<file path="src/design/timer_pkg.sv">
// Shared constants, register map and encodings of the 8-bit compare timer
package timer_pkg;
  // Bus geometry
  localparam int unsigned ADDR_W = 5;
  localparam int unsigned DATA_W = 32;
  localparam int unsigned CNT_W = 8;
  // Register byte offsets (one aligned word each)
  localparam logic [ADDR_W-1:0] OFS_COUNT = 5'h00;
  localparam logic [ADDR_W-1:0] OFS_CONST_A = 5'h04;
  localparam logic [ADDR_W-1:0] OFS_CONST_B = 5'h08;
  localparam logic [ADDR_W-1:0] OFS_CONTROL = 5'h0c;
  localparam logic [ADDR_W-1:0] OFS_STATUS = 5'h10;
  // timer_control field positions
  localparam int unsigned CTL_IRQ_EN_B = 7;
  localparam int unsigned CTL_IRQ_EN_A = 6;
  localparam int unsigned CTL_WRAP_EN = 5;
  localparam int unsigned CTL_CLR_HI = 4;
  localparam int unsigned CTL_CLR_LO = 3;
  localparam int unsigned CTL_CKS_HI = 2;
  localparam int unsigned CTL_CKS_LO = 0;
  // timer_control_status field positions
  localparam int unsigned STS_FLAG_B = 7;
  localparam int unsigned STS_FLAG_A = 6;
  localparam int unsigned STS_WRAP = 5;
  localparam int unsigned STS_FIXED = 4;
  localparam int unsigned STS_OS_HI = 3;
  localparam int unsigned STS_OS_LO = 0;
  // Reset values
  localparam logic [7:0] COUNT_RST = 8'h00;
  localparam logic [7:0] CONST_RST = 8'hff;
  localparam logic [7:0] CONTROL_RST = 8'h00;
  localparam logic [7:0] STATUS_RST = 8'h10;
  localparam logic [7:0] COUNT_MAX = 8'hff;
  // Prescaler: counter width and the taps giving clk/8, clk/64, clk/1024
  localparam int unsigned PRE_W = 10;
  localparam int unsigned TAP_DIV8 = 2;
  localparam int unsigned TAP_DIV64 = 5;
  localparam int unsigned TAP_DIV1024 = 9;
  // Clock source select encodings
  typedef enum logic [2:0] {
    CKS_STOP0 = 3'h0, CKS_DIV8 = 3'h1, CKS_DIV64 = 3'h2, CKS_DIV1024 = 3'h3,
    CKS_STOP1 = 3'h4, CKS_EXT_RISE = 3'h5, CKS_EXT_FALL = 3'h6, CKS_EXT_BOTH = 3'h7
  } clock_sel_t;
  // Counter clear select encodings
  typedef enum logic [1:0] {
    CLR_NONE = 2'h0, CLR_MATCH_A = 2'h1, CLR_MATCH_B = 2'h2, CLR_EXT = 2'h3
  } clear_sel_t;
  // Output action encodings; numeric order equals priority order
  typedef enum logic [1:0] {
    ACT_KEEP = 2'h0, ACT_LOW = 2'h1, ACT_HIGH = 2'h2, ACT_TOGGLE = 2'h3
  } out_act_t;
endpackage

</file>
<file path="src/design/eight_bit_compare_timer.sv">
// Eight-bit compare timer channel with an Avalon-MM register slave
`timescale 1ns/1ps
module eight_bit_compare_timer
  import timer_pkg::*;
#(
  parameter int unsigned PRESCALE_W = PRE_W
) (
  input wire logic clk,
  input wire logic rst_n,
  input wire logic [ADDR_W-1:0] avs_address,
  input wire logic avs_read,
  input wire logic avs_write,
  input wire logic [DATA_W-1:0] avs_writedata,
  input wire logic [3:0] avs_byteenable,
  output logic [DATA_W-1:0] avs_readdata,
  output logic avs_waitrequest,
  input wire logic ext_count_clock_in,
  input wire logic ext_count_reset_in,
  output logic timer_out_ch0,
  output logic match_irq_a,
  output logic match_irq_b,
  output logic wrap_irq
);
  // The prescaler taps need at least ten bits
  if (PRESCALE_W < PRE_W) begin : g_bad_prescale
    $error("PRESCALE_W below the width needed for divide-by-1024");
  end

  // All state of the channel outside the prescaler and edge detectors in one packed struct
  typedef struct packed {
    logic [7:0] timer_count;       // Counter value
    logic [7:0] time_constant_a;   // Compare constant A
    logic [7:0] time_constant_b;   // Compare constant B
    logic [7:0] timer_control;     // Enables, clear select, clock select
    logic match_flag_b;            // Sticky compare flag B
    logic match_flag_a;            // Sticky compare flag A
    logic wrap_flag;               // Sticky overflow flag
    logic [3:0] output_action_select; // B in upper pair, A in lower
    logic tout;                    // Timer output level
    logic int_lvl_prev;            // Selected internal source, last cycle
    logic ack;                     // Bus access in its final cycle
    logic [7:0] rdata;             // Read data for the final cycle
  } timer_state_t;

  timer_state_t s_q;
  timer_state_t s_d;

  // Prescaler levels
  logic lvl_div8;
  logic lvl_div64;
  logic lvl_div1024;

  // External pin edges
  logic clk_in_rise;
  logic clk_in_fall;
  logic rst_in_rise;

  // Decoded control fields
  clock_sel_t clock_source_select;
  clear_sel_t clear_sel;
  logic counter_clear_sel_hi;
  logic counter_clear_sel_lo;
  logic match_irq_enable_a;
  logic match_irq_enable_b;
  logic wrap_irq_enable;

  // Bus decode
  logic access;
  logic wr_fire;
  logic wr_count;
  logic wr_const_a;
  logic wr_const_b;
  logic wr_control;
  logic wr_status;
  logic [7:0] wbyte;
  logic [7:0] status_view;

  // Counting and compare
  logic int_lvl;
  logic tick_int;
  logic tick_ext;
  logic tick;
  logic match_a;
  logic match_b;
  logic clear_cnt;
  logic wrap_evt;
  out_act_t act_a;
  out_act_t act_b;
  out_act_t act;

  // Divider for the internal sources
  timer_prescaler #(
    .WIDTH(PRESCALE_W)
  ) u_prescaler (
    .clk(clk),
    .rst_n(rst_n),
    .lvl_div8(lvl_div8),
    .lvl_div64(lvl_div64),
    .lvl_div1024(lvl_div1024)
  );

  // Edges of the external count clock
  timer_edge_detect u_clk_edge (
    .clk(clk),
    .rst_n(rst_n),
    .pin(ext_count_clock_in),
    .rise(clk_in_rise),
    .fall(clk_in_fall)
  );

  // Edges of the external counter reset
  timer_edge_detect u_rst_edge (
    .clk(clk),
    .rst_n(rst_n),
    .pin(ext_count_reset_in),
    .rise(rst_in_rise),
    .fall()
  );

  // Field extraction from timer_control
  assign clock_source_select = clock_sel_t'(s_q.timer_control[CTL_CKS_HI:CTL_CKS_LO]);
  assign counter_clear_sel_hi = s_q.timer_control[CTL_CLR_HI];
  assign counter_clear_sel_lo = s_q.timer_control[CTL_CLR_LO];
  assign clear_sel = clear_sel_t'({counter_clear_sel_hi, counter_clear_sel_lo});
  assign match_irq_enable_b = s_q.timer_control[CTL_IRQ_EN_B];
  assign match_irq_enable_a = s_q.timer_control[CTL_IRQ_EN_A];
  assign wrap_irq_enable = s_q.timer_control[CTL_WRAP_EN];

  // Status as software sees it; the fixed bit always reads one
  assign status_view = {s_q.match_flag_b, s_q.match_flag_a, s_q.wrap_flag, 1'b1,
                        s_q.output_action_select};

  // Bus handshake: one wait cycle, then the final cycle where the
  // write lands and read data stands
  assign access = avs_read | avs_write;
  assign avs_waitrequest = access & ~s_q.ack;
  assign avs_readdata = {24'h000000, s_q.rdata};

  // Writes land only in the final cycle and only with lane 0 enabled;
  // upper lanes hold nothing and are ignored
  assign wr_fire = avs_write & s_q.ack & avs_byteenable[0];
  assign wbyte = avs_writedata[7:0];

  // Address decode for writes; unmapped offsets are ignored
  always_comb begin
    wr_count = 1'b0;
    wr_const_a = 1'b0;
    wr_const_b = 1'b0;
    wr_control = 1'b0;
    wr_status = 1'b0;
    if (avs_address == OFS_COUNT) begin
      wr_count = wr_fire;
    end else if (avs_address == OFS_CONST_A) begin
      wr_const_a = wr_fire;
    end else if (avs_address == OFS_CONST_B) begin
      wr_const_b = wr_fire;
    end else if (avs_address == OFS_CONTROL) begin
      wr_control = wr_fire;
    end else if (avs_address == OFS_STATUS) begin
      wr_status = wr_fire;
    end
  end

  // Internal source level; stopped codes and external codes count as low,
  // so leaving a high internal source looks like a falling edge
  always_comb begin
    case (clock_source_select)
      CKS_DIV8: int_lvl = lvl_div8;
      CKS_DIV64: int_lvl = lvl_div64;
      CKS_DIV1024: int_lvl = lvl_div1024;
      default: int_lvl = 1'b0;
    endcase
  end

  // Falling edge of the selected level, including one made by a select
  // change from a high source to a low one
  assign tick_int = s_q.int_lvl_prev & ~int_lvl;

  // External source edges; short pulses from outside may be missed
  always_comb begin
    case (clock_source_select)
      CKS_EXT_RISE: tick_ext = clk_in_rise;
      CKS_EXT_FALL: tick_ext = clk_in_fall;
      CKS_EXT_BOTH: tick_ext = clk_in_rise | clk_in_fall;
      default: tick_ext = 1'b0;
    endcase
  end

  // Moving between internal and external sources may add one step;
  // software is expected to avoid doing so at an external edge
  assign tick = tick_int | tick_ext;

  // Match is raised with the step that leaves the matching value, and is
  // withheld when the constant is being written in that cycle
  assign match_a = tick & (s_q.timer_count == s_q.time_constant_a) & ~wr_const_a;
  assign match_b = tick & (s_q.timer_count == s_q.time_constant_b) & ~wr_const_b;

  // Counter clear sources
  always_comb begin
    case (clear_sel)
      CLR_MATCH_A: clear_cnt = match_a;
      CLR_MATCH_B: clear_cnt = match_b;
      CLR_EXT: clear_cnt = rst_in_rise;
      default: clear_cnt = 1'b0;
    endcase
  end

  // Overflow only when the step itself moves FF to 00
  assign wrap_evt = tick & (s_q.timer_count == COUNT_MAX) & ~clear_cnt & ~wr_count;

  // Output actions of the channels that matched this cycle
  assign act_a = match_a ? out_act_t'(s_q.output_action_select[1:0]) : ACT_KEEP;
  assign act_b = match_b ? out_act_t'(s_q.output_action_select[3:2]) : ACT_KEEP;

  // Encodings rise with priority, so the larger code wins a conflict
  assign act = (act_b > act_a) ? act_b : act_a;

  // Next state of the whole channel
  always_comb begin
    s_d = s_q;

    // Bus: one wait cycle per access, then the final cycle
    s_d.ack = access & ~s_q.ack;

    // Read data captured in the wait cycle, shown in the final one
    if (avs_read && !s_q.ack) begin
      if (avs_address == OFS_COUNT) begin
        s_d.rdata = s_q.timer_count;
      end else if (avs_address == OFS_CONST_A) begin
        s_d.rdata = s_q.time_constant_a;
      end else if (avs_address == OFS_CONST_B) begin
        s_d.rdata = s_q.time_constant_b;
      end else if (avs_address == OFS_CONTROL) begin
        s_d.rdata = s_q.timer_control;
      end else if (avs_address == OFS_STATUS) begin
        s_d.rdata = status_view;
      end else begin
        // Unmapped offsets read as zero
        s_d.rdata = 8'h00;
      end
    end

    // Counter: clear beats write, write beats step
    if (clear_cnt) begin
      s_d.timer_count = 8'h00;
    end else if (wr_count) begin
      s_d.timer_count = wbyte;
    end else if (tick) begin
      s_d.timer_count = s_q.timer_count + 8'h01;
    end

    // Compare constants and control are plain read/write
    if (wr_const_a) begin
      s_d.time_constant_a = wbyte;
    end
    if (wr_const_b) begin
      s_d.time_constant_b = wbyte;
    end
    if (wr_control) begin
      s_d.timer_control = wbyte;
    end

    // Output select bits are writable; flags take only zeros
    if (wr_status) begin
      s_d.output_action_select = wbyte[STS_OS_HI:STS_OS_LO];
    end

    // Sticky flags: a zero written clears, a same-cycle event still sets
    s_d.match_flag_a = match_a |
                       (s_q.match_flag_a & ~(wr_status & ~wbyte[STS_FLAG_A]));
    s_d.match_flag_b = match_b |
                       (s_q.match_flag_b & ~(wr_status & ~wbyte[STS_FLAG_B]));
    s_d.wrap_flag = wrap_evt |
                    (s_q.wrap_flag & ~(wr_status & ~wbyte[STS_WRAP]));

    // Output pin follows the winning action
    case (act)
      ACT_LOW: s_d.tout = 1'b0;
      ACT_HIGH: s_d.tout = 1'b1;
      ACT_TOGGLE: s_d.tout = ~s_q.tout;
      default: s_d.tout = s_q.tout;
    endcase

    // Track the internal level to see its falling edges
    s_d.int_lvl_prev = int_lvl;
  end

  // State register; the output starts low and stays so until a match
  always_ff @(posedge clk or negedge rst_n) begin
    if (!rst_n) begin
      s_q.timer_count <= COUNT_RST;
      s_q.time_constant_a <= CONST_RST;
      s_q.time_constant_b <= CONST_RST;
      s_q.timer_control <= CONTROL_RST;
      s_q.match_flag_b <= STATUS_RST[STS_FLAG_B];
      s_q.match_flag_a <= STATUS_RST[STS_FLAG_A];
      s_q.wrap_flag <= STATUS_RST[STS_WRAP];
      s_q.output_action_select <= STATUS_RST[STS_OS_HI:STS_OS_LO];
      s_q.tout <= 1'b0;
      s_q.int_lvl_prev <= 1'b0;
      s_q.ack <= 1'b0;
      s_q.rdata <= 8'h00;
    end else begin
      s_q <= s_d;
    end
  end

  // Pin output straight from its flop
  assign timer_out_ch0 = s_q.tout;

  // Separate request lines; the interrupt controller ranks A above B
  // above wrap, and this block keeps the lines apart so it can
  assign match_irq_a = s_q.match_flag_a & match_irq_enable_a;
  assign match_irq_b = s_q.match_flag_b & match_irq_enable_b;
  assign wrap_irq = s_q.wrap_flag & wrap_irq_enable;
endmodule

</file>
<file path="src/design/timer_edge_detect.sv">
// Edge detector for a pin input that is synchronous to clk
`timescale 1ns/1ps
module timer_edge_detect (
  input wire logic clk,
  input wire logic rst_n,
  input wire logic pin,
  output logic rise,
  output logic fall
);
  // All state: the pin level one cycle ago
  typedef struct packed {
    logic prev;
  } edge_state_t;

  edge_state_t s_q;
  edge_state_t s_d;

  // Remember the last level
  always_comb begin
    s_d = s_q;
    s_d.prev = pin;
  end

  // State register; the pin is assumed low at reset
  always_ff @(posedge clk or negedge rst_n) begin
    if (!rst_n) begin
      s_q <= '0;
    end else begin
      s_q <= s_d;
    end
  end

  // One-cycle pulses, in the same cycle the level change is seen
  assign rise = pin & ~s_q.prev;
  assign fall = ~pin & s_q.prev;
endmodule

</file>
<file path="src/design/timer_prescaler.sv">
// Free-running prescaler producing the three internal source levels
`timescale 1ns/1ps
module timer_prescaler
  import timer_pkg::*;
#(
  parameter int unsigned WIDTH = PRE_W
) (
  input wire logic clk,
  input wire logic rst_n,
  output logic lvl_div8,
  output logic lvl_div64,
  output logic lvl_div1024
);
  // Taps must exist inside the counter
  if (WIDTH < TAP_DIV1024 + 1) begin : g_bad_width
    $error("prescaler width too small for the divide-by-1024 tap");
  end

  // All state of the prescaler
  typedef struct packed {
    logic [WIDTH-1:0] div;
  } pre_state_t;

  pre_state_t s_q;
  pre_state_t s_d;

  // Binary counter; each tap is a square wave of the wanted period
  always_comb begin
    s_d = s_q;
    s_d.div = s_q.div + {{(WIDTH-1){1'b0}}, 1'b1};
  end

  // State register
  always_ff @(posedge clk or negedge rst_n) begin
    if (!rst_n) begin
      s_q <= '0;
    end else begin
      s_q <= s_d;
    end
  end

  assign lvl_div8 = s_q.div[TAP_DIV8];
  assign lvl_div64 = s_q.div[TAP_DIV64];
  assign lvl_div1024 = s_q.div[TAP_DIV1024];
endmodule
</file>
<file path="config.mk">
export PLATFORM = sky130hd
export DESIGN_NAME = eight_bit_compare_timer
export DESIGN_NICKNAME = d
export VERILOG_FILES = /design/src/design/timer_pkg.sv /design/src/design/eight_bit_compare_timer.sv /design/src/design/timer_edge_detect.sv /design/src/design/timer_prescaler.sv
export SDC_FILE = /design/constraint.sdc
export NUM_CORES = 1
export LEC_CHECK = 0
export ABC_AREA = 1
export BUFFER_PORTS_ARGS = -buffer_cell sky130_fd_sc_hd__buf_2
export CAP_MARGIN = 20
export CORE_UTILIZATION = 40
export CTS_CLUSTER_DIAMETER = 100
export CTS_CLUSTER_SIZE = 24
export DETAILED_ROUTE_END_ITERATION = 10
export PLACE_DENSITY = 0.67
export SETUP_SLACK_MARGIN = 0.5
export SYNTH_ARGS = -nofsm -noshare
export SYNTH_HDL_FRONTEND = slang
export SYNTH_HIERARCHICAL = 1
export SYNTH_SLANG_ARGS = --single-unit
</file>
<file path="constraint.sdc">
create_clock -name clk -period 2.3 [get_ports clk]
set_input_delay 0.46 -clock clk [delete_from_list [all_inputs] [get_ports clk]]
set_output_delay 0.46 -clock clk [all_outputs]
set_load 0.02 [all_outputs]
</file>
# Word level (Yosys, flattened, before mapping)

Cells that the tools add are included.

Flip-flop bits (word level): 62
Input port bits: 47
Word-level logic and storage cells: 117

Add/sub/neg operators: 2
$lt $le $gt $ge: 1
Eq/ne operators: 19
Muxes and demuxes: 30
Bitwise gates (word level): 45
Reductions and logical operators: 5

Operators by type and width:

| cell                                                                   | count |
|---|---|
| 8-bit two-way mux                                                      | 8 |
| 1-bit bitwise AND                                                      | 23 |
| 8-bit equality test                                                    | 2 |
| 1-bit inverter                                                         | 16 |
| 1-bit two-way mux                                                      | 15 |
| 1-bit one-hot mux with 3 select lines                                  | 4 |
| 10-bit by 1-bit adder with 10-bit output (second input constant)       | 1 |
| 5-bit by 4-bit equality test with 1-bit output (second input constant) | 2 |
| 3-bit equality test (second input constant)                            | 3 |
| 8-bit by 1-bit adder with 8-bit output (second input constant)         | 1 |
| 2-bit equality test (second input constant)                            | 4 |
| 8-bit equality test (second input constant)                            | 1 |
| 3-bit by 2-bit equality test with 1-bit output (second input constant) | 2 |
| 2-bit two-way mux                                                      | 3 |
| 1-bit OR                                                               | 6 |
| 3-bit nonzero test                                                     | 2 |
| 5-bit by 3-bit equality test with 1-bit output (second input constant) | 1 |
| 5-bit equality test (second input constant)                            | 1 |
| 5-bit logical NOT                                                      | 1 |
| 2-bit by 1-bit equality test with 1-bit output (second input constant) | 2 |
| 3-bit by 1-bit equality test with 1-bit output (second input constant) | 1 |
| 2-bit greater-than comparator                                          | 1 |
| 1-bit logical AND                                                      | 1 |
| 1-bit logical NOT                                                      | 1 |

# Depth between registers and ports, before layout

Gate-level depths: netlist (run 1).

Depth after elaboration: 12
Depth in mapped cells: 18

# By module

The synthesis (run 1) kept the hierarchy.

By module, submodules not included:

| module                  | times used | cells each | area an instance (µm²) | seq. area each (µm²) |
|---|---|---|---|---|
| eight_bit_compare_timer | 1          | 456        | 3,276.9                | 1,271.2 |
| timer_prescaler         | 1          | 52         | 466.7                  | 250.2 |
| timer_edge_detect       | 2          | 5          | 40.0                   | 25.0 |

# Worst setup path after synthesis (run 1)

Ideal clock, no wire load.

Path kind: in2reg
Start point: in avs_address[1]
End point: reg s_q, in the netlist timer_out_ch0
Arrival time: 1.945 ns
Data required time: 2.235 ns
Slack: 0.290 ns
Stages on the path: 12
Path buffers: 0
Cell sequence: nor2_4 nand3_2 nor2_4 nand2_4 nand3_2 nor2_1 ha_1 a22oi_1 inv_1 nand4_1 nand3_1 nand2_1

Longest elaborated chain between the ends: 11
Elaborated cells on any way between the ends: 21
Classes of those cells: order compare: 1; eq/ne: 5; mux: 9; bitwise: 4; reduce/logical: 2

Ends and longest elaborated chain:

| what                                                                                  | RTL line                       | source |
|---|---|---|
| from (decl)                                                                           | eight_bit_compare_timer.sv:10  | `input wire logic [ADDR_W-1:0] avs_address,` |
| 5-bit by 4-bit equality test with 1-bit output                                        | eight_bit_compare_timer.sv:155 | `end else if (avs_address == OFS_CONST_B) begin` |
| 1-bit two-way mux                                                                     | eight_bit_compare_timer.sv:155 |  |
| 1-bit two-way mux                                                                     | eight_bit_compare_timer.sv:153 | `end else if (avs_address == OFS_CONST_A) begin` |
| 1-bit two-way mux                                                                     | eight_bit_compare_timer.sv:151 | `if (avs_address == OFS_COUNT) begin` |
| 1-bit inverter                                                                        | eight_bit_compare_timer.sv:196 | `assign match_b = tick & (s_q.timer_count == s_q.time_constant_b) & ~wr_const_b;` |
| 1-bit bitwise AND                                                                     | eight_bit_compare_timer.sv:196 |  |
| 2-bit two-way mux                                                                     | eight_bit_compare_timer.sv:213 | `assign act_b = match_b ? out_act_t'(s_q.output_action_select[3:2]) : ACT_KEEP;` |
| 2-bit greater-than comparator                                                         | eight_bit_compare_timer.sv:216 | `assign act = (act_b > act_a) ? act_b : act_a;` |
| 2-bit two-way mux (*)                                                                 | eight_bit_compare_timer.sv:216 |  |
| 2-bit equality test or 2-bit by 1-bit equality test with 1-bit output (tied branches) | eight_bit_compare_timer.sv:277 | `case (act)` |
| 1-bit one-hot mux with 3 select lines or 3-bit nonzero test (tied branches)           | --                             |  |
| to (decl)                                                                             | eight_bit_compare_timer.sv:45  | `timer_state_t s_q;` |

Every way passes the cells marked *; elsewhere a longest branch is shown, timed or not.
A chain may end at the register's enable or synchronous reset.

# Worst setup path after layout (run 1)

Start point: reg s_q[39] (netlist bit)
End point: reg s_q, in the netlist timer_out_ch0

Longest elaborated chain between the ends: 8
Elaborated cells on any way between the ends: 11
Classes of those cells: order compare: 1; eq/ne: 4; mux: 3; bitwise: 2; reduce/logical: 1

Ends and longest elaborated chain:

| what                                                                                  | RTL line                       | source |
|---|---|---|
| 8-bit equality test (*)                                                               | eight_bit_compare_timer.sv:195 | `assign match_a = tick & (s_q.timer_count == s_q.time_constant_a) & ~wr_const_a;` |
| 1-bit bitwise AND (*) (2 in series)                                                   | eight_bit_compare_timer.sv:195 |  |
| 2-bit two-way mux (*)                                                                 | eight_bit_compare_timer.sv:212 | `assign act_a = match_a ? out_act_t'(s_q.output_action_select[1:0]) : ACT_KEEP;` |
| 2-bit greater-than comparator                                                         | eight_bit_compare_timer.sv:216 |  |
| 2-bit two-way mux (*)                                                                 | eight_bit_compare_timer.sv:216 |  |
| 2-bit equality test or 2-bit by 1-bit equality test with 1-bit output (tied branches) | eight_bit_compare_timer.sv:277 |  |
| 1-bit one-hot mux with 3 select lines or 3-bit nonzero test (tied branches)           | --                             |  |

Marks and branches as above.

==> reports/metrics.csv, run 1 <==
stage,metric,value,unit
global_route,grt_pass1_vias,3344,
cts,cts-root-buf,clkbuf_8,
power_and_ir_drop,power_density,789,nW/um^2
floorplanning,num_rows,35,
timing,fmaxAchievable,476,MHz
detailed_routing,postRouteWirelength,9800,um
global_route,antenna_found_initial,0,
timing,period_minus_slack,2.10,ns
floorplanning,io_pins,84,
synth,syn_area,3820,sq um
detailed_routing,drc,0,
global_route,gr-usage-met2,35.4,%
critical_path,ff2ff_path_depth,13,
timing,fin_ws,0.199,ns
synth,syn-mean-instance-area,7.40,sq um
timing,fin_skew,0.00633,ns
cts,htree_levels,3,
final_layout,final_area,4560,sq um
placement,place_hpwl,7290,um
timing,finalMaxSlewViolations,0,
floorplanning,die_y,99.7,um
cts,clk_path_buf_depth,2,
job,drv_cap,0,
detailed_routing,drt_pass1_iterations,4,
status,status,"complete, no violations",
detailed_routing,vias,3458,
placement,dpl_cell_area,4080,sq um
floorplanning,die-area,9940,sq um
final_layout,seq_area,1580,sq um
global_route,gr-total-overflow,0,
critical_path,reg2reg_slack,0.20,ns
final_layout,nNetsFinal,626,
placement,pre_cts_slack,-0.0320,ns
power_and_ir_drop,p_leak,2.24,nW
final_layout,diodes,0,
critical_path,setup.worst_path.end_class,flip-flop,
critical_path,arrival,2.34,ns
critical_path,r2r-end,timer_out_ch0$_DFFE_PN0P_,
timing,fin_crit_sh,91.3,%
power_and_ir_drop,ir_drop,0.349,mV
detailed_routing,ant_nets,0,
critical_path,crit_fanout,3,
floorplanning,start_util,41.3,%
min_path,hp-class,in -> async,
detailed_routing,viasPerCell,4.88,
placement,dp.cells,675,
floorplanning,coreArea,9240,sq um
critical_path,start_kind,flip-flop,
placement,gp_congestion,0.898,
placement,placement.io_buffers,32,
cts,cts_tree,yes,
final_layout,multi_input_area,1910,sq um
floorplanning,dieWidth,99.7,um
global_route,global_route.usage.met3,5.34,%
final_layout,drive_gt1_share,27.5,%
detailed_routing,first_iter_violations,271,
detailed_routing,drt-wirelength-per-cell,13.8,um
timing,rsz0062_at_grt,yes,
cts,clkSinkCount,62,
cts,cts.hold.buffers_added,0,
final_layout,nFillCells,912,
critical_path,required,2.54,ns
global_route,grt_pass1_wl,16100,um
global_route,grt_busiest_layer,met2,
synth,yosys_warnings,6,
global_route,grt_usage,21.2,%
critical_path,worstSetupPathType,reg -> reg,
global_route,grtUsageMet1,25.9,%
timing,relSlewSlack,61.3,%
timing,setup_violations,0,
timing,hold_viol,0,
synth,synthCells,516,
global_route,grt_max_degree,40,
cts,clk_latency,0.35,ns
final_layout,syn_to_final_growth,19.6,%
cts,clk_pin_slew,0.07,ns
final_layout,fin_cells,708,
cts,numCtsBuffers,9,
timing,tightest_slew,0.581,ns
critical_path,reg2reg_from,s_q[39]$_DFFE_PN1P_,
-- power by group --
| part | switching, mW | internal, mW |
|---|---|---|
| combinational | 0.716 | 0.467 |
| clock | 0.435 | 0.559 |
| sequential | 0.168 | 1.25 |
| total | 1.32 | 2.28 |
-- metrics by stage --
step | hold slack (ns) | power [mW] | setup TNS, ns | utilization (%)
after floorplan | 0.164 | 2.14 | 0 | -
after global placement | 0.449 | 2.40 | 0 | 44.2
after detailed placement | 0.452 | 2.42 | -0.0320 | 44.2
after CTS | 0.114 | 3.51 | 0 | 48.2
after global routing | 0.158 | 3.84 | 0 | 49.4
final | 0.107 | 3.60 | 0 | 49.4
-- critical path: stages (launching register included) --
cell and delay (ns):
dfstp_2 0.54, inv_2 0.04, nand2_2 0.05, nand2_2 0.07, nor2_4 0.14, nand3_2 0.11
nor2_4 0.15, nand3_2 0.12, ha_4 0.30, nand2_2 0.05, a22oi_2 0.18, nand3_1 0.10
nand3_1 0.08, nand2_1 0.05
-- sequential cells by signal, indices dropped and copies added, names as in the netlist, 2 cells and up --
register / cells
s_q: 34
clear_sel: 2
clock_source_select: 3
avs_readdata: 8
u_prescaler/s_q: 10
-- layout by cell type, fill, tap and decap left out, types with 7 or more instances in the layout --
| cell | n |
|---|---|
| nor2_2 | 7 |
| nand2_2 | 14 |
| clkbuf_8 | 11 |
| nand4_1 | 8 |
| a21oi_1 | 17 |
| nand2_1 | 129 |
| inv_1 | 74 |
| nor2_4 | 11 |
| buf_4 | 29 |
| dfrtp_1 | 41 |
| o21ai_0 | 38 |
| nor2_1 | 30 |
| conb_1 | 24 |
| nand3_1 | 24 |
| dfstp_2 | 16 |
| buf_2 | 32 |
| nand3_2 | 8 |
-- metal layers --
metal	vias to the layer above	wire, um	share of wire [%]
met5	-	0	0
met4	0	329	3.4
met3	25	540	5.5
met2	122	4740	48
met1	1620	4190	43
li1	1691	-	-
-- worst max path at each step --
stage                                    from                   endpoint  cells past startpoint
after global routing      s_q[39]$_DFFE_PN1P_  timer_out_ch0$_DFFE_PN0P_                     13
after floorplan                avs_address[0]  timer_out_ch0$_DFFE_PN0P_                     13
final                     s_q[39]$_DFFE_PN1P_  timer_out_ch0$_DFFE_PN0P_                     13
after detailed placement  s_q[39]$_DFFE_PN1P_  timer_out_ch0$_DFFE_PN0P_                     14
after CTS                 s_q[38]$_DFFE_PN1P_  timer_out_ch0$_DFFE_PN0P_                     13
after global placement    s_q[39]$_DFFE_PN1P_  timer_out_ch0$_DFFE_PN0P_                     14
-- layout make-up --
class / instances / area share [%]
Timing Repair Buffer: 63 / 8.97
Clock buffer: 13 / 3.48
Clock inverter: 3 / 0.932
Sequential cell: 62 / 34.6
Inverter: 80 / 6.58
Multi-Input combinational cell: 358 / 41.9
Tap cell: 129 / 3.54
-- timing repair --
item	CTS	global route
resized for setup	18	32
hold endpoints to repair	0	0
pin swaps	12	20
setup buffers	12	5
setup endpoints to repair	1	10
(Power assumes the default switching activity.)
==> inputs of run 2 (changes only) <==
--- a/config.mk
+++ b/config.mk
@@ -6,13 +6,13 @@
 export NUM_CORES = 1
 export LEC_CHECK = 0
 export ABC_AREA = 1
-export BUFFER_PORTS_ARGS = -buffer_cell sky130_fd_sc_hd__buf_2
 export CAP_MARGIN = 20
 export CORE_UTILIZATION = 40
 export CTS_CLUSTER_DIAMETER = 100
 export CTS_CLUSTER_SIZE = 24
 export DETAILED_ROUTE_END_ITERATION = 10
-export PLACE_DENSITY = 0.67
+export DONT_BUFFER_PORTS = 1
+export PLACE_DENSITY = 0.59
 export SETUP_SLACK_MARGIN = 0.5
 export SYNTH_ARGS = -nofsm -noshare
 export SYNTH_HDL_FRONTEND = slang
==> reports/metrics.csv, run 2 (synthesized netlist as in run 1, its figures left out) <==
stage,metric,value,unit,change
status,status,"finished, violations left",,
status,violations,hold timing,,
final_layout,nFillCells,899,,-1.4%
global_route,grt_usage,20.6,%,-0.62 points
cts,clk_latency,0.34,ns,about the same
global_route,grt_max_degree,63,,+57%
final_layout,multi_input_area,1920,sq um,+0.26%
floorplanning,num_rows,35,,unchanged
timing,period_minus_slack,2.12,ns,+0.0194 ns
global_route,grt_pass1_wl,15600,um,-3.3%
power_and_ir_drop,seqPwrFrac,42.0,%,+2.5 points
floorplanning,start_util,41.3,%,unchanged
detailed_routing,vias,3341,,-3.4%
placement,pre_cts_slack,0.0949,ns,+0.127 ns
cts,clkSinkCount,62,,unchanged
timing,fmaxAchievable,472,MHz,-0.92%
detailed_routing,first_iter_violations,134,,-51%
placement,gp_congestion,0.933,,+3.8%
floorplanning,dieWidth,99.7,um,unchanged
critical_path,reg2reg_slack,0.18,ns,-0.02 ns
power_and_ir_drop,p_leak,2.15,nW,-4.0%
final_layout,syn_to_final_growth,17.2,%,
critical_path,setup.worst_path.end_class,flip-flop,,
cts,clk_pin_slew,0.07,ns,about the same
detailed_routing,ant_nets,0,,unchanged
placement,placement.io_buffers,0,,-100%
detailed_routing,viasPerCell,4.89,,+0.15%
power_and_ir_drop,power_switching,1.27,mW,-3.9%
detailed_routing,drc,0,,unchanged
detailed_routing,drt_pass1_iterations,4,,unchanged
final_layout,drive_gt1_share,24.5,%,-2.9 points
critical_path,required,2.58,ns,+0.04 ns
placement,place_hpwl,7060,um,-3.1%
cts,clk_path_buf_depth,2,,unchanged
timing,finalMaxSlewViolations,0,,unchanged
timing,tightest_slew,0.518,ns,-0.0623 ns
timing,relSlewSlack,65.4,%,+4.1 points
final_layout,diodes,0,,unchanged
global_route,antenna_found_initial,0,,unchanged
final_layout,final_cell_mix,"132 x nand2_1, 71 x inv_1, 40 x o21ai_0, 40 x dfrtp_1, 31 x buf_4",,
cts,cts-root-buf,clkbuf_8,,
timing,hold_viol,49,,+49
timing,rsz0062_at_grt,yes,,
job,drv_cap,0,,unchanged
critical_path,start_kind,flip-flop,,
timing,setup_violations,0,,unchanged
timing,fin_skew,0.00889,ns,+0.00256 ns
critical_path,crit_fanout,7,,+4
floorplanning,io_pins,84,,unchanged
final_layout,nNetsFinal,601,,-4.0%
power_and_ir_drop,p_clk_share,27.8,%,+0.2 points
cts,numCtsBuffers,9,,unchanged
timing,fin_ws,0.180,ns,-0.0194 ns
power_and_ir_drop,combPwrFrac,30.2,%,-2.7 points
critical_path,worstSetupPathType,reg -> reg,,
timing,fin_crit_sh,92.2,%,+0.84 points
timing,fin_tns_setup,0,ns,unchanged
final_layout,largest_reg_flops,34,,unchanged
cts,cts_tree,yes,,
floorplanning,die_y,99.7,um,unchanged
detailed_routing,drt-wirelength-per-cell,14.2,um,+2.9%
global_route,gr-total-overflow,0,,unchanged
global_route,grt_pass1_vias,3227,,-3.5%
floorplanning,die-area,9940,sq um,unchanged
power_and_ir_drop,internal-power,2.25,mW,-1.4%
floorplanning,coreArea,9240,sq um,unchanged
cts,htree_levels,3,,unchanged
detailed_routing,postRouteWirelength,9730,um,-0.73%
final_layout,seq_area,1580,sq um,about the same
final_layout,regMostFlops,s_q,,
power_and_ir_drop,power_density,786,nW/um^2,-0.29%
final_layout,layout.cells.most_common,nand2_1,,
power_and_ir_drop,swShare,36.1,%,-0.59 points
critical_path,arrival,2.40,ns,+0.06 ns
min_path,hp-class,in -> async,,
timing,whs,-0.186,ns,-0.292 ns
power_and_ir_drop,ir_drop,0.372,mV,+6.8%
[run 2: cell count changes in the layout (fill, tap and decap cells not counted), moves of 2 or more]
cell / delta
buf_6: +6
nor2_2: +3
o21ai_1: -2
nor2_1: -2
nand2_2: -3
o21ai_0: +2
nand2_1: +3
inv_1: -3
buf_4: +2
buf_2: -32
inv_2: +3
[run 2: layer usage]
metal	share of wire [%]	wire, um	GRT usage [%]	vias up
li1	-	-	-	1641
met4	3.0	290	8.26	0
met1	43	4230	24.7	1585
met3	5.0	490	5.20	22
met5	0	0	0	-
met2	49	4720	35.2	93
[run 2: worst paths after layout]
path                                               from  cells past startpoint                      endpoint
setup / recovery                    s_q[44]$_DFFE_PN0P_                     13             s_q[16]$_DFF_PN0_
hold reg to reg            u_prescaler/s_q[0]$_DFF_PN0_                      1  u_prescaler/s_q[0]$_DFF_PN0_
hold / removal                                    rst_n                      0           s_q[47]$_DFFE_PN0P_
setup reg to reg                    s_q[44]$_DFFE_PN0P_                     13             s_q[16]$_DFF_PN0_
min in group clk                     ext_count_reset_in                      0      u_rst_edge/s_q$_DFF_PN0_
max in group asynchronous                         rst_n                      0           s_q[29]$_DFFE_PN1P_
[run 2: final cells by class]
class                   instances  area share (%)
clock inverters                 3           0.951
repair buffers                 38            6.97
flip-flops and latches         62            35.3
well taps                     129            3.61
multi-input cells             358            42.9
clock buffers                  13            3.55
inverters                      80            6.72
[run 2: timing repair]
item,4_1_cts,5_1_grt
pin swaps,7,25
buffers inserted,10,15
cloned,0,0
endpoints found under the hold margin,62,62
setup endpoints to repair,1,11
resized for setup,13,44
[run 2: worst max-delay path: stages (launching register included)]
cell and delay [ns]:
dfrtp_2 0.48, xor2_1 0.17, nor2_2 0.19, nand2_2 0.11
nor2_4 0.18, nand2_2 0.10, buf_4 0.15, buf_6 0.10
buf_4 0.12, buf_6 0.10, buf_4 0.12, buf_6 0.10
buf_6 0.10, nand2_2 0.04
[run 2: power groups by stage]
stage                     Sequential (mW)  Combinational, mW  Clock, mW
after floorplan                      1.38              0.760          0
after global placement               1.48              0.827          0
after detailed placement             1.49              0.845          0
after CTS                            1.47              0.907       1.00
after global routing                 1.50               1.19       1.05
final                                1.48               1.06      0.976
[run 2: through the flow]
stage                     instances  total power [mW]  area, sq um  hold slack, ns  utilization (%)
after CTS                       668              3.39         4220          -0.205             45.7
after detailed placement        642              2.33         3900           0.167             42.2
after global placement          642              2.31         3900           0.167             42.2
after floorplan                 539              2.14         3920           0.164                -
after global routing            683              3.74         4470          -0.213             48.4
final                           683              3.52         4470          -0.186             48.4
==> inputs of run 3 (changes only) <==
--- a/config.mk
+++ b/config.mk
@@ -13,8 +13,8 @@
 export DETAILED_ROUTE_END_ITERATION = 10
 export DONT_BUFFER_PORTS = 1
 export PLACE_DENSITY = 0.59
+export RECOVER_POWER = 100
 export SETUP_SLACK_MARGIN = 0.5
 export SYNTH_ARGS = -nofsm -noshare
 export SYNTH_HDL_FRONTEND = slang
-export SYNTH_HIERARCHICAL = 1
 export SYNTH_SLANG_ARGS = --single-unit
==> reports/metrics.csv, run 3 <==
stage,metric,value,unit,change
placement,placement.io_buffers,0,,unchanged
synth,synth.most_common_cell,nand2_1,,
detailed_routing,first_iter_violations,238,,+78%
detailed_routing,drc,5,,+5
final_layout,largest_reg_flops,34,,unchanged
critical_path,arrival,2.37,ns,-0.03 ns
synth,yosysTopAreaCell,dfrtp_1,,
job,drv_cap,0,,unchanged
placement,dpl_cell_area,3740,sq um,-4.1%
timing,hold_viol,62,,+27%
final_layout,layout.cells.most_common,nand2_1,,
detailed_routing,postRouteWirelength,8650,um,-11%
global_route,grt_usage,19.0,%,-1.6 points
critical_path,start_kind,flip-flop,,
synth,synthFlopType,dfrtp_1,,
cts,clkSinkCount,62,,unchanged
final_layout,diodes,0,,unchanged
synth,syn_area,3710,sq um,-2.8%
global_route,grt_busiest_layer,met2,,
timing,rsz0062_at_grt,yes,,
synth,ys_async_sr_fraction,100,%,
floorplanning,start_util,41.9,%,+0.61 points
timing,tightest_slew,0.688,ns,+0.170 ns
timing,fin_crit_sh,92.9,%,+0.72 points
synth,ys_top_cells_by_count,"131 x nand2_1, 66 x inv_1, 46 x dfrtp_1, 38 x nor2_1, 38 x o21ai_0",,
power_and_ir_drop,p_leak,2.06,nW,-4.2%
global_route,grt_pass1_wl,14100,um,-9.4%
floorplanning,dieWidth,98.3,um,-1.4%
final_layout,syn_to_final_growth,12.9,%,
placement,dp.cells,583,,-9.2%
final_layout,final_cell_mix,"123 x nand2_1, 58 x inv_1, 41 x dfrtp_1",,
floorplanning,io_pins,84,,unchanged
detailed_routing,vias,3014,,-9.8%
final_layout,final_area,4190,sq um,-6.4%
global_route,grt_pass1_vias,2849,,-12%
cts,numCtsBuffers,9,,unchanged
placement,place_hpwl,6160,um,-13%
cts,cts_tree,yes,,
floorplanning,die_y,98.3,um,-1.4%
timing,relSlewSlack,54.1,%,-11 points
status,status,"finished, violations left",,
timing,setup_violations,0,,unchanged
final_layout,utilization,47.3,%,-1.1 points
cts,clk_path_buf_depth,2,,unchanged
timing,whs,-0.202,ns,-0.0167 ns
synth,syn-mean-instance-area,7.65,sq um,+3.4%
synth,synth_top_area_share,31.0,%,
cts,clk_latency,0.35,ns,about the same
final_layout,regMostFlops,s_q,,
global_route,gr-usage-met2,30.5,%,-4.7 points
global_route,gr-total-overflow,0,,unchanged
timing,fin_tns_setup,0,ns,unchanged
cts,htree_levels,3,,unchanged
final_layout,nNetsFinal,555,,-7.7%
min_path,hp-class,in -> async,,
cts,clk_pin_slew,0.07,ns,about the same
global_route,global_route.usage.met3,6.66,%,+1.5 points
synth,synth.distinct_cells,31,,
synth,synthCells,485,,-6.0%
critical_path,setup.worst_path.end_class,flip-flop,,
detailed_routing,viasPerCell,4.91,,+0.35%
floorplanning,coreArea,8850,sq um,-4.2%
power_and_ir_drop,power.total,2.91,mW,-17%
critical_path,crit_fanout,4,,-3
critical_path,worstSetupPathType,reg -> reg,,
timing,period_minus_slack,2.14,ns,+0.0166 ns
synth,yosysSeqAreaShare,42.4,%,
synth,synth-edff-count,0,,
timing,fin_skew,0.0100,ns,+0.00116 ns
synth,yosys_warnings,0,,-6
final_layout,drive_gt1_share,21.7,%,-2.8 points
timing,fmaxAchievable,468,MHz,-0.78%
timing,finalMaxSlewViolations,0,,unchanged
placement,gp_congestion,0.825,,-12%
detailed_routing,drt-wirelength-per-cell,14.1,um,-1.1%
global_route,antenna_found_initial,0,,unchanged
power_and_ir_drop,power_density,694,nW/um^2,-12%
detailed_routing,ant_nets,0,,unchanged
floorplanning,die-area,9660,sq um,-2.8%
critical_path,required,2.53,ns,-0.05 ns
floorplanning,num_rows,34,,-2.9%
cts,cts-root-buf,clkbuf_8,,
power_and_ir_drop,ir_drop,0.279,mV,-25%
global_route,grt_max_degree,63,,unchanged
detailed_routing,drt_pass1_iterations,9,,+5
final_layout,fin_cells,614,,-10%
synth,ys_ff_latch,62,,
final_layout,nFillCells,853,,-5.1%
global_route,grtUsageMet1,24.4,%,-0.31 points
synth,synth_area_leaders,"dfrtp_1 31%, nand2_1 13%, dfstp_2 11%",,
status,violations,"DRC, hold timing",,
-- run 3: worst max-delay path, cell delays in order, from the launching register on --
cell     delay [ns]
dfstp_2        0.57
nand2_2        0.06
nand2_1        0.08
nand2_2        0.08
nor2_4         0.12
nand2_2        0.08
nor2_4         0.13
nand2_2        0.10
nor2_4         0.12
ha_4           0.21
a22oi_2        0.19
nand4_1        0.13
nand3_1        0.11
nand2_1        0.06
-- run 3: layer usage --
layer	vias to the layer above	routed length, um
met5	-	0
met1	1407	4010
met3	10	564
li1	1506	-
met2	91	3970
met4	0	112
-- run 3: logic make-up after synthesis --
kind of cell / synth area share [%]
adder cells (fa/ha/maj): 2.36
AND/OR/NAND/NOR: 26.3
AO/OA/AOI/OAI: 9.58
other: 0.101
flip-flops: 42.4
buffers and inverters: 15.3
XOR/XNOR: 4.01
-- run 3: per-stage QoR --
step	worst slack, ns	hold slack, ns
after global routing	0.0523	-0.221
after detailed placement	0.0235	0.167
after global placement	0.0563	0.167
after floorplan	0.213	0.164
final	0.163	-0.202
after CTS	0.176	-0.209
-- run 3: layout make-up --
type / instances / area, sq um / share of cell area, %
clock inverter: 3 / 40.0 / 0.956
timing repair buffer: 24 / 180 / 4.30
multi-input combinational: 335 / 1800 / 43.1
sequential: 62 / 1580 / 37.7
inverter: 69 / 272 / 6.49
clock buffer: 13 / 179 / 4.27
tap: 108 / 135 / 3.23
-- run 3: report_power, final --
| group | internal [mW] | switching, mW |
|---|---|---|
| clock network | 0.615 | 0.427 |
| registers | 1.21 | 0.131 |
| logic | 0.208 | 0.312 |
| total | 2.04 | 0.870 |
-- run 3: final timing paths --
| path | slack, ns | cells after the start | end | from |
|---|---|---|---|---|
| min in group clk | 0.14 | 0 | u_rst_edge.s_q$_DFF_PN0_ | ext_count_reset_in |
| hold reg to reg | 0.47 | 1 | u_prescaler.s_q[0]$_DFF_PN0_ | u_prescaler.s_q[0]$_DFF_PN0_ |
| hold / removal | -0.20 | 0 | avs_readdata[5]$_DFFE_PN0P_ | rst_n |
| setup / recovery | 0.16 | 13 | timer_out_ch0$_DFFE_PN0P_ | s_q[34]$_DFFE_PN1P_ |
| max in group asynchronous | 2.31 | 0 | s_q[41]$_DFFE_PN1P_ | rst_n |
| setup reg to reg | 0.16 | 13 | timer_out_ch0$_DFFE_PN0P_ | s_q[34]$_DFFE_PN1P_ |
-- run 3: repair_timing --
action	4_1_cts	5_1_grt
gates resized for setup	19	32
cloned	1	0
setup endpoints to repair	3	10
setup buffers	11	3
pin swaps	16	29
hold endpoints to repair	62	62
